==> src/twc_regs.svh <==
// Register offsets, field positions and reset values of the two-wire controller
`ifndef TWC_REGS_SVH
`define TWC_REGS_SVH
`define TWC_ADDR_W 6
`define TWC_OFF_RAW 6'h00
`define TWC_OFF_MASK 6'h04
`define TWC_OFF_CLEAR 6'h08
`define TWC_OFF_CFG_A 6'h0c
`define TWC_OFF_CFG_B 6'h10
`define TWC_OFF_CFG_C 6'h14
`define TWC_OFF_SLAVE_ID 6'h18
`define TWC_OFF_TDATA 6'h1c
`define TWC_OFF_TTARGET 6'h20
`define TWC_OFF_CMD 6'h24
`define TWC_EVT_W 4
`define TWC_BIT_ARB 3
`define TWC_BIT_NOACK 2
`define TWC_BIT_STOP 1
`define TWC_BIT_ACK 0
`define TWC_ARB_ENA_BIT 28
`define TWC_MASK_RST 4'hf
`define TWC_RAW_RST 4'h0
`define TWC_WORD_RST 32'h0000_0000
`endif

==> src/twc_pkg.sv <==
// Types shared by the two-wire controller register block
package twc_pkg;
   typedef logic [3:0] twc_evt_type;
   typedef logic [31:0] twc_word_type;
   typedef enum logic [1:0] {TWC_IDLE, TWC_ANSWER} twc_bus_state_type;
endpackage

==> src/twc_evt_if.sv <==
// Event flag carrier between the register decoder and the flag bank
`timescale 1ns/1ps
interface twc_evt_if;
   logic [3:0] set_req;
   logic [3:0] clr_req;
   logic [3:0] flags;
   modport bank (input set_req, input clr_req, output flags);
   modport ctrl (output set_req, output clr_req, input flags);
endinterface

==> src/twc_flag_bit.sv <==
// One sticky event flag, set wins over clear
`timescale 1ns/1ps
`include "twc_regs.svh"
module twc_flag_bit (
   input wire logic clk,
   input wire logic rst_b,
   input wire logic set_req,
   input wire logic clr_req,
   output logic flag
);
   logic flag_nxt;

   // Event in the clear cycle survives
   assign flag_nxt = set_req | (flag & ~clr_req);

   // Flag storage
   always_ff @(posedge clk or negedge rst_b)
   begin
      if (!rst_b)
         flag <= 1'b0;
      else
         flag <= flag_nxt;
   end
endmodule

==> src/twc_irq_regs.sv <==
// Register decode, event flags and interrupt of the two-wire controller
// Function
// - Read-only raw status holds flags 3..0.
// - Arbitration lost sets bit 3.
// - Missing acknowledge sets bit 2.
// - Stop finished sets bit 1.
// - Peripheral acknowledge sets bit 0.
// - Mask register, one masks, resets 0xf.
// - Interrupt when unmasked flag set.
// - Clear register writes one to clear.
// - Ten word registers decoded 0x00 to 0x24.
// - Arbitration loss reported only when enabled.
`timescale 1ns/1ps
`include "twc_regs.svh"
module twc_irq_regs (
   input wire logic CLK_SYS,
   input wire logic RST_B,
   input wire logic [5:0] AVS_ADDRESS,
   input wire logic AVS_READ,
   input wire logic AVS_WRITE,
   input wire logic [31:0] AVS_WRITEDATA,
   input wire logic [3:0] AVS_BYTEENABLE,
   output logic [31:0] AVS_READDATA,
   output logic AVS_WAITREQUEST,
   input wire logic EVT_ARB_LOST,
   input wire logic EVT_NO_ACK,
   input wire logic EVT_STOP_DONE,
   input wire logic EVT_ACK_DONE,
   output logic IRQ,
   output logic [31:0] CFG_A,
   output logic [31:0] CFG_B,
   output logic [31:0] CFG_C,
   output logic [31:0] OWN_SLAVE_ID,
   output logic [31:0] TRANSFER_DATA,
   output logic [31:0] TRANSFER_TARGET,
   output logic [31:0] COMMAND_WORD,
   output logic COMMAND_STROBE
);
   twc_evt_if evt ();

   twc_pkg::twc_bus_state_type state_r;
   twc_pkg::twc_bus_state_type state_nxt;
   twc_pkg::twc_evt_type mask_r;
   twc_pkg::twc_evt_type mask_nxt;
   twc_pkg::twc_evt_type evt_in;
   logic [3:0] evt_s1_r;
   logic [3:0] evt_s2_r;
   logic [3:0] evt_prev_r;
   logic [31:0] be_mask;
   logic [31:0] rdata_nxt;
   logic req;
   logic wr_hit;
   logic sel_raw;
   logic sel_mask;
   logic sel_clear;
   logic sel_cfg_a;
   logic sel_cfg_b;
   logic sel_cfg_c;
   logic sel_slave;
   logic sel_tdata;
   logic sel_ttarget;
   logic sel_cmd;
   logic irq_nxt;
   logic arb_ena;
   logic [3:0] evt_rise;
   logic [3:0] evt_gate;
   logic [31:0] cfg_a_nxt;
   logic [31:0] cfg_b_nxt;
   logic [31:0] cfg_c_nxt;
   logic [31:0] own_slave_id_nxt;
   logic [31:0] transfer_data_nxt;
   logic [31:0] transfer_target_nxt;
   logic [31:0] command_word_nxt;

   ////////////////////////////////////////////////////////////////////////////
   // Event inputs come from the serial engine pins, so synchronise them

   assign evt_in = {EVT_ARB_LOST, EVT_NO_ACK, EVT_STOP_DONE, EVT_ACK_DONE};

   // Two-stage synchroniser
   always_ff @(posedge CLK_SYS or negedge RST_B)
   begin
      if (!RST_B)
      begin
         evt_s1_r <= `TWC_RAW_RST;
         evt_s2_r <= `TWC_RAW_RST;
      end
      else
      begin
         evt_s1_r <= evt_in;
         evt_s2_r <= evt_s1_r;
      end
   end

   // Edge memory, reads only the second stage
   always_ff @(posedge CLK_SYS or negedge RST_B)
   begin
      if (!RST_B)
         evt_prev_r <= `TWC_RAW_RST;
      else
         evt_prev_r <= evt_s2_r;
   end

   ////////////////////////////////////////////////////////////////////////////
   // Avalon slave decode

   // Fixed one-cycle wait, answer on the cycle after the request
   // A request still held in its answer cycle is not taken twice
   assign req = (AVS_READ | AVS_WRITE) & (state_r == twc_pkg::TWC_IDLE);
   assign state_nxt = req ? twc_pkg::TWC_ANSWER : twc_pkg::TWC_IDLE;
   assign wr_hit = AVS_WRITE & (state_r == twc_pkg::TWC_IDLE);
   assign be_mask = {{8{AVS_BYTEENABLE[3]}}, {8{AVS_BYTEENABLE[2]}},
                     {8{AVS_BYTEENABLE[1]}}, {8{AVS_BYTEENABLE[0]}}};

   assign sel_raw = (AVS_ADDRESS == `TWC_OFF_RAW);
   assign sel_mask = (AVS_ADDRESS == `TWC_OFF_MASK);
   assign sel_clear = (AVS_ADDRESS == `TWC_OFF_CLEAR);
   assign sel_cfg_a = (AVS_ADDRESS == `TWC_OFF_CFG_A);
   assign sel_cfg_b = (AVS_ADDRESS == `TWC_OFF_CFG_B);
   assign sel_cfg_c = (AVS_ADDRESS == `TWC_OFF_CFG_C);
   assign sel_slave = (AVS_ADDRESS == `TWC_OFF_SLAVE_ID);
   assign sel_tdata = (AVS_ADDRESS == `TWC_OFF_TDATA);
   assign sel_ttarget = (AVS_ADDRESS == `TWC_OFF_TTARGET);
   assign sel_cmd = (AVS_ADDRESS == `TWC_OFF_CMD);

   // Bus handshake state
   always_ff @(posedge CLK_SYS or negedge RST_B)
   begin
      if (!RST_B)
         state_r <= twc_pkg::TWC_IDLE;
      else
         state_r <= state_nxt;
   end

   // Waitrequest high until the answer cycle
   always_ff @(posedge CLK_SYS or negedge RST_B)
   begin
      if (!RST_B)
         AVS_WAITREQUEST <= 1'b1;
      else
         AVS_WAITREQUEST <= ~req;
   end

   ////////////////////////////////////////////////////////////////////////////
   // Event flags

   assign arb_ena = CFG_A[`TWC_ARB_ENA_BIT];

   // Rising edges of the synchronised pins, a held level sets once
   assign evt_rise = evt_s2_r & ~evt_prev_r;

   // only with multi-master enabled, arbitration is the top bit
   assign evt_gate = {arb_ena, {(`TWC_EVT_W - 1){1'b1}}};
   assign evt.set_req = evt_rise & evt_gate;

   // write one to clear, zeros ignored
   assign evt.clr_req = (wr_hit & sel_clear & AVS_BYTEENABLE[0])
                        ? AVS_WRITEDATA[3:0] : 4'h0;

   genvar gi;
   generate
      for (gi = 0; gi < `TWC_EVT_W; gi = gi + 1)
      begin : g_flag
         twc_flag_bit u_flag (
            .clk(CLK_SYS),
            .rst_b(RST_B),
            .set_req(evt.set_req[gi]),
            .clr_req(evt.clr_req[gi]),
            .flag(evt.flags[gi])
         );
      end
   endgenerate

   ////////////////////////////////////////////////////////////////////////////
   // Mask and interrupt

   assign mask_nxt = (wr_hit & sel_mask & AVS_BYTEENABLE[0]) ? AVS_WRITEDATA[3:0] : mask_r;

   always_ff @(posedge CLK_SYS or negedge RST_B)
   begin
      if (!RST_B)
         mask_r <= `TWC_MASK_RST;
      else
         mask_r <= mask_nxt;
   end

   assign irq_nxt = |(evt.flags & ~mask_r);

   // Registered output, one cycle behind the flags
   always_ff @(posedge CLK_SYS or negedge RST_B)
   begin
      if (!RST_B)
         IRQ <= 1'b0;
      else
         IRQ <= irq_nxt;
   end

   ////////////////////////////////////////////////////////////////////////////
   // Configuration and transfer registers, byte-lane writes

   // Byte-lane merge of each word, kept out of the flops
   assign cfg_a_nxt = (wr_hit & sel_cfg_a)
      ? ((CFG_A & ~be_mask) | (AVS_WRITEDATA & be_mask)) : CFG_A;
   assign cfg_b_nxt = (wr_hit & sel_cfg_b)
      ? ((CFG_B & ~be_mask) | (AVS_WRITEDATA & be_mask)) : CFG_B;
   assign cfg_c_nxt = (wr_hit & sel_cfg_c)
      ? ((CFG_C & ~be_mask) | (AVS_WRITEDATA & be_mask)) : CFG_C;
   assign own_slave_id_nxt = (wr_hit & sel_slave)
      ? ((OWN_SLAVE_ID & ~be_mask) | (AVS_WRITEDATA & be_mask)) : OWN_SLAVE_ID;
   assign transfer_data_nxt = (wr_hit & sel_tdata)
      ? ((TRANSFER_DATA & ~be_mask) | (AVS_WRITEDATA & be_mask)) : TRANSFER_DATA;
   assign transfer_target_nxt = (wr_hit & sel_ttarget)
      ? ((TRANSFER_TARGET & ~be_mask) | (AVS_WRITEDATA & be_mask)) : TRANSFER_TARGET;
   assign command_word_nxt = (wr_hit & sel_cmd)
      ? ((COMMAND_WORD & ~be_mask) | (AVS_WRITEDATA & be_mask)) : COMMAND_WORD;

   // Read-write words
   always_ff @(posedge CLK_SYS or negedge RST_B)
   begin
      if (!RST_B)
      begin
         CFG_A <= `TWC_WORD_RST;
         CFG_B <= `TWC_WORD_RST;
         CFG_C <= `TWC_WORD_RST;
         OWN_SLAVE_ID <= `TWC_WORD_RST;
         TRANSFER_DATA <= `TWC_WORD_RST;
         TRANSFER_TARGET <= `TWC_WORD_RST;
      end
      else
      begin
         CFG_A <= cfg_a_nxt;
         CFG_B <= cfg_b_nxt;
         CFG_C <= cfg_c_nxt;
         OWN_SLAVE_ID <= own_slave_id_nxt;
         TRANSFER_DATA <= transfer_data_nxt;
         TRANSFER_TARGET <= transfer_target_nxt;
      end
   end

   // Command word and its one-cycle launch pulse for the serial engine
   always_ff @(posedge CLK_SYS or negedge RST_B)
   begin
      if (!RST_B)
      begin
         COMMAND_WORD <= `TWC_WORD_RST;
         COMMAND_STROBE <= 1'b0;
      end
      else
      begin
         COMMAND_STROBE <= wr_hit & sel_cmd;
         COMMAND_WORD <= command_word_nxt;
      end
   end

   ////////////////////////////////////////////////////////////////////////////
   // Read mux

   // clear, command, reserved and unmapped read zero
   always_comb
   begin
      rdata_nxt = `TWC_WORD_RST;
      if (sel_raw)
         rdata_nxt = {28'h0000000, evt.flags};
      else if (sel_mask)
         rdata_nxt = {28'h0000000, mask_r};
      else if (sel_cfg_a)
         rdata_nxt = CFG_A;
      else if (sel_cfg_b)
         rdata_nxt = CFG_B;
      else if (sel_cfg_c)
         rdata_nxt = CFG_C;
      else if (sel_slave)
         rdata_nxt = OWN_SLAVE_ID;
      else if (sel_tdata)
         rdata_nxt = TRANSFER_DATA;
      else if (sel_ttarget)
         rdata_nxt = TRANSFER_TARGET;
   end

   // Read data captured with a read request, held until the next read request
   always_ff @(posedge CLK_SYS or negedge RST_B)
   begin
      if (!RST_B)
         AVS_READDATA <= `TWC_WORD_RST;
      else if (req & AVS_READ)
         AVS_READDATA <= rdata_nxt;
   end
endmodule

==> config.mk <==
export PLATFORM = sky130hd
export DESIGN_NAME = twc_irq_regs
export DESIGN_NICKNAME = d
export VERILOG_FILES = /design/src/twc_pkg.sv /design/src/twc_evt_if.sv /design/src/twc_flag_bit.sv /design/src/twc_irq_regs.sv
export VERILOG_INCLUDE_DIRS = /design/src
export SDC_FILE = /design/constraint.sdc
export NUM_CORES = 1
export LEC_CHECK = 0
export BUFFER_PORTS_ARGS = -buffer_cell sky130_fd_sc_hd__buf_2
export CAP_MARGIN = 20
export CORE_MARGIN = 2
export CORE_UTILIZATION = 45
export CTS_BUF_LIST = sky130_fd_sc_hd__clkbuf_2
export DETAILED_ROUTE_END_ITERATION = 12
export GPL_ROUTABILITY_DRIVEN = 0
export PLACE_DENSITY_LB_ADDON = 0.2
export SYNTH_ARGS = -nofsm -noshare
export SYNTH_HDL_FRONTEND = slang
export SYNTH_HIERARCHICAL = 1
export SYNTH_SLANG_ARGS = --single-unit
export TNS_END_PERCENT = 10
==> constraint.sdc <==
create_clock -name CLK_SYS -period 1.9 [get_ports CLK_SYS]
set_input_delay 0.38 -clock CLK_SYS [delete_from_list [all_inputs] [get_ports CLK_SYS]]
set_output_delay 0.38 -clock CLK_SYS [all_outputs]
set_load 0.02 [all_outputs]
# After elaboration in Yosys (flattened, before gate mapping)
# Index checks and enable logic that the tools add are counted.
# word_totals
regBits	280
inputBits	50
out_inout_bits	259
# classes
n_eq_ne	9
muxes	10
bitwise	49
n_reduce_logical	3
# op_table
op	count
32-bit AND	8
32-bit two-way mux	8
32-bit bitwise OR	7
32-bit NOT	1
6-bit by 5-bit == test with 1-bit output (second input constant)	4
1-bit AND	18
4-bit AND	3
6-bit by 4-bit == test with 1-bit output (second input constant)	2
6-bit == test (second input constant)	2
4-bit NOT	2
6-bit by 3-bit == test with 1-bit output (second input constant)	1
6-bit logical NOT	1
1-bit NOT	5
1-bit bitwise OR	5
4-bit two-way mux	1
4-bit OR reduction	1
2-bit logical NOT	1
1-bit two-way mux	1

# Longest topological paths before layout
# depth
ltp_word	9
mapped_depth	7
mapped_depth_nobuf	6

# Hierarchy
# The synthesis kept the hierarchy.
# by_module_without_submodules
mod	n_inst	cells_each	area_per_inst_um2
twc_irq_regs	1	892	12145.4
twc_flag_bit	4	3	36.3

# Least setup slack after synthesis
# Ideal clock, no wire load.
# synth_timing
path_type	input to register
from	input AVS_ADDRESS[1]
to	register (tool-made name)
t_arrival_ps	1747
required_ps	1775
path_slack_ps	29
cell_stages	4
path_buffers	0
path_cell_list	nor4_2 -> nand3_2 -> nor2_2 -> mux2_2
# synth_lines
item	line_no	rtl
from (decl)	twc_irq_regs.sv:18	input wire logic [5:0] AVS_ADDRESS,

# Worst setup path after layout
# layout_timing
from	register AVS_WAITREQUEST
to	output AVS_WAITREQUEST
# layout_lines
item	line_no	rtl
from (decl)	twc_irq_regs.sv:24	output logic AVS_WAITREQUEST,
from (signal assigned)	twc_irq_regs.sv:141	AVS_WAITREQUEST <= ~req;
# No word-level cell between the ends.

==> impl_metrics.yaml <==
logic_synthesis:
  synth-edff-count: 0
  synth_seq_area_share_pct: 57.06
  ys_warn_count: 6
  synth_seq_cells: 280
  avgSynthCellArea_sq_um: 13.60
  synthFlopType: "dfrtp_1"
  async_flop_share_pct: 100.0
  synthesis.area_sq_mm: 0.01229
  synth_cells: 904
  synthesis.nets: 954
  synth_cell_types: 47
sta:
  setup_slack_ns: 0.01836
  setup_viol: 0
  finalCriticalPeriod_ns: 1.882
  tightest_slew_ns: 0.4803
  hold_slack_ns: 0.07574
  fin_skew_ns: 0.05702
  fin_crit_sh_pct: 99.03
  rsz0062_at_grt: "yes"
  max_freq_mhz: 531.5
  finalHoldViolations: 0
  drv_slew: 0
  slew_headroom_pct: 67.98
finish:
  regArea_sq_mm: 0.007013
  final_cell_mix: "293 x buf_2, 275 x dfrtp_1, 203 x mux2_2"
  final_nets: 1422
  stdcell_count: 1765
  fillers: 2257
  syn_to_final_growth_pct: 32.99
  final_common_cell: "buf_2"
  multi_input_comb_area_sq_mm: 0.005065
  post-route-util_pct: 60.82
  drive_above_1_share_pct: 53.87
global_routing:
  antenna_found_initial: 2
  grt_pass1_vias: 9912
  grt-ovfl-total: 0
  grt_max_degree: 49
  grt_pass1_wl_um: 57590
  grtUsageTotal_pct: 26.22
setup_path:
  worstSetupStartpointType: "register"
  worst_setup_path_end_kind: "output pin"
  cp.arrival_ns: 1.50
  crit_buf_inv: 1
  crit_type: "register to output pin"
  cp_top_family: "flip-flops"
  max_stage_delay_ns: 0.56
  required_ns: 1.52
  critPathSlowestCell: "dfstp_2"
  path_max_fanout: 1
  cp_cell_sequence: "buf_6"
clocking:
  htreeDepth: 3
  cts_tree: "done"
  cts-root-buf: "clkbuf_2"
  post_cts_buffers: 0
  cts.clk_slew.worst_paths_ns: 0.10
  cts.path.max_buffers: 3
  clock_sinks: 280
  clk_latency_ns: 0.82
  cts_buffers: 75
floorplanning:
  die_area_sq_mm: 0.02865
  fp.dieH_um: 169.3
  start_util_pct: 45.73
  die_x_um: 169.3
  rows: 60
  ios: 309
  fp.coreArea_sq_mm: 0.02688
pwr:
  p_switching_uw: 3782
  power_density_mw_per_mm2: 788.7
  pwr-share-seq_pct: 50.8
  irDropWorstVdd_v: 0.0004964
  comb_power_share_pct: 14.0
  pwr-share-clk_pct: 35.2
  sw_frac_of_total_pct: 29.34
  p_int_uw: 9110
  p_leak_uw: 0.008576
worst_hold_path:
  hold_class: "primary input to asynchronous set/reset pin"
drt:
  drtIter0Drc: 642
  drc_errors: 0
  routedWlPerCell_um: 21.34
  ant_nets: 0
  vias: 9772
  first_pass_iters: 5
  vias_per_cell: 5.537
  drt_wl_total_um: 37670
place:
  post-place-ws_ns: -0.2194
  port_buffers: 308
  place_inst: 1593
  dp_hpwl_um: 26400
run_status:
  outcome: "completed"
flow_run:
  cap_violations: 0
[routing by layer]
| metal | vias to the layer above | part of all wire, % | global-route usage, % |
|---|---|---|---|
| li1 | 4366 | - | - |
| met1 | 4931 | 43 | 34.96 |
| met2 | 410 | 48 | 42.68 |
| met3 | 65 | 6.8 | 5.993 |
| met4 | 0 | 2.1 | 8.547 |
| met5 | - | 0 | 0 |
[metrics by stage]
| step | cell area, sq um | setup TNS (ns) | total power [uW] |
|---|---|---|---|
| floorplan | 12290 | 0 | 7495 |
| global placement | 15110 | -29.18 | 8355 |
| detailed placement | 15110 | -33.61 | 8392 |
| CTS | 16280 | -0.07924 | 13020 |
| global route | 16350 | -0.1079 | 13540 |
| finish | 16350 | 0 | 12890 |
[cell type report]
cell class	count	area share [%]
flip-flops and latches	280	42.90
repair buffers	434	18.73
diodes	2	0.03062
clock inverters	12	0.9186
inverters	13	0.2985
multi-input cells	568	30.99
well taps	341	2.610
clock buffers	115	3.521
[path summary, 6_finish.rpt]
| check | cells after the start | startpoint | end | slack [ns] |
|---|---|---|---|---|
| min reg2reg | 0 | evt_s1_r[0] | evt_s2_r[0] | 0.34 |
| max | 1 | AVS_WAITREQUEST | AVS_WAITREQUEST | 0.02 |
| min in group CLK_SYS | 4 | AVS_READ | AVS_READDATA[1] | 0.11 |
| min | 2 | RST_B | asynchronous set/reset pin | 0.08 |
| max reg2reg | 6 | state_r[0] | register | 0.09 |
| max in group asynchronous | 3 | RST_B | mask_r[0] | 1.08 |
[cell usage after synthesis, drive strengths merged, types with 2 or more instances]
| library cell | count | area [sq um] |
|---|---|---|
| nor2 | 23 | 211.5 |
| mux2 | 228 | 2567 |
| mux2i | 30 | 300.3 |
| a21oi | 11 | 55.05 |
| and3 | 4 | 25.02 |
| a221oi | 28 | 245.2 |
| clkbuf | 23 | 87.58 |
| nor4 | 4 | 31.28 |
| dfstp | 5 | 131.4 |
| nand2b | 5 | 31.28 |
| inv | 13 | 48.80 |
| buf | 20 | 98.85 |
| a22oi | 56 | 420.4 |
| and2 | 5 | 31.28 |
| or4b | 2 | 23.77 |
| o211ai | 6 | 45.04 |
| or2 | 2 | 12.51 |
| nand3 | 43 | 350.3 |
| o21ai | 59 | 295.3 |
| nand2 | 33 | 123.9 |
| nor2b | 8 | 50.05 |
| dfrtp | 275 | 6882 |
| a21o | 4 | 30.03 |
| o2111ai | 3 | 26.28 |
| a311oi | 3 | 26.28 |
| nor3 | 2 | 21.27 |
| mux4 | 2 | 45.04 |
[repair_timing]
| action | 4_1_cts | 5_1_grt |
|---|---|---|
| resized for setup | 5 | 20 |
| hold endpoints to repair | 512 | 0 |
| endpoints found under the setup margin | 6 | 17 |
| hold buffers | 43 | 0 |
[power groups by stage]
stage	sequential [uW]	clock (uW)	combinational, uW
after floorplan	6960	0	535
after global placement	6660	0	1700
after detailed placement	6660	0	1730
after CTS	6550	4670	1810
after global routing	6590	5020	1930
final	6550	4540	1800
[logic make-up after synthesis]
family	Yosys count	synth area share [%]
DFF	280	57.06
and+or+nand+nor	134	7.747
muxes	260	23.70
AOI/OAI and AO/OA	174	9.580
buffers and inverters	56	1.914
(Power assumes the default switching activity.)
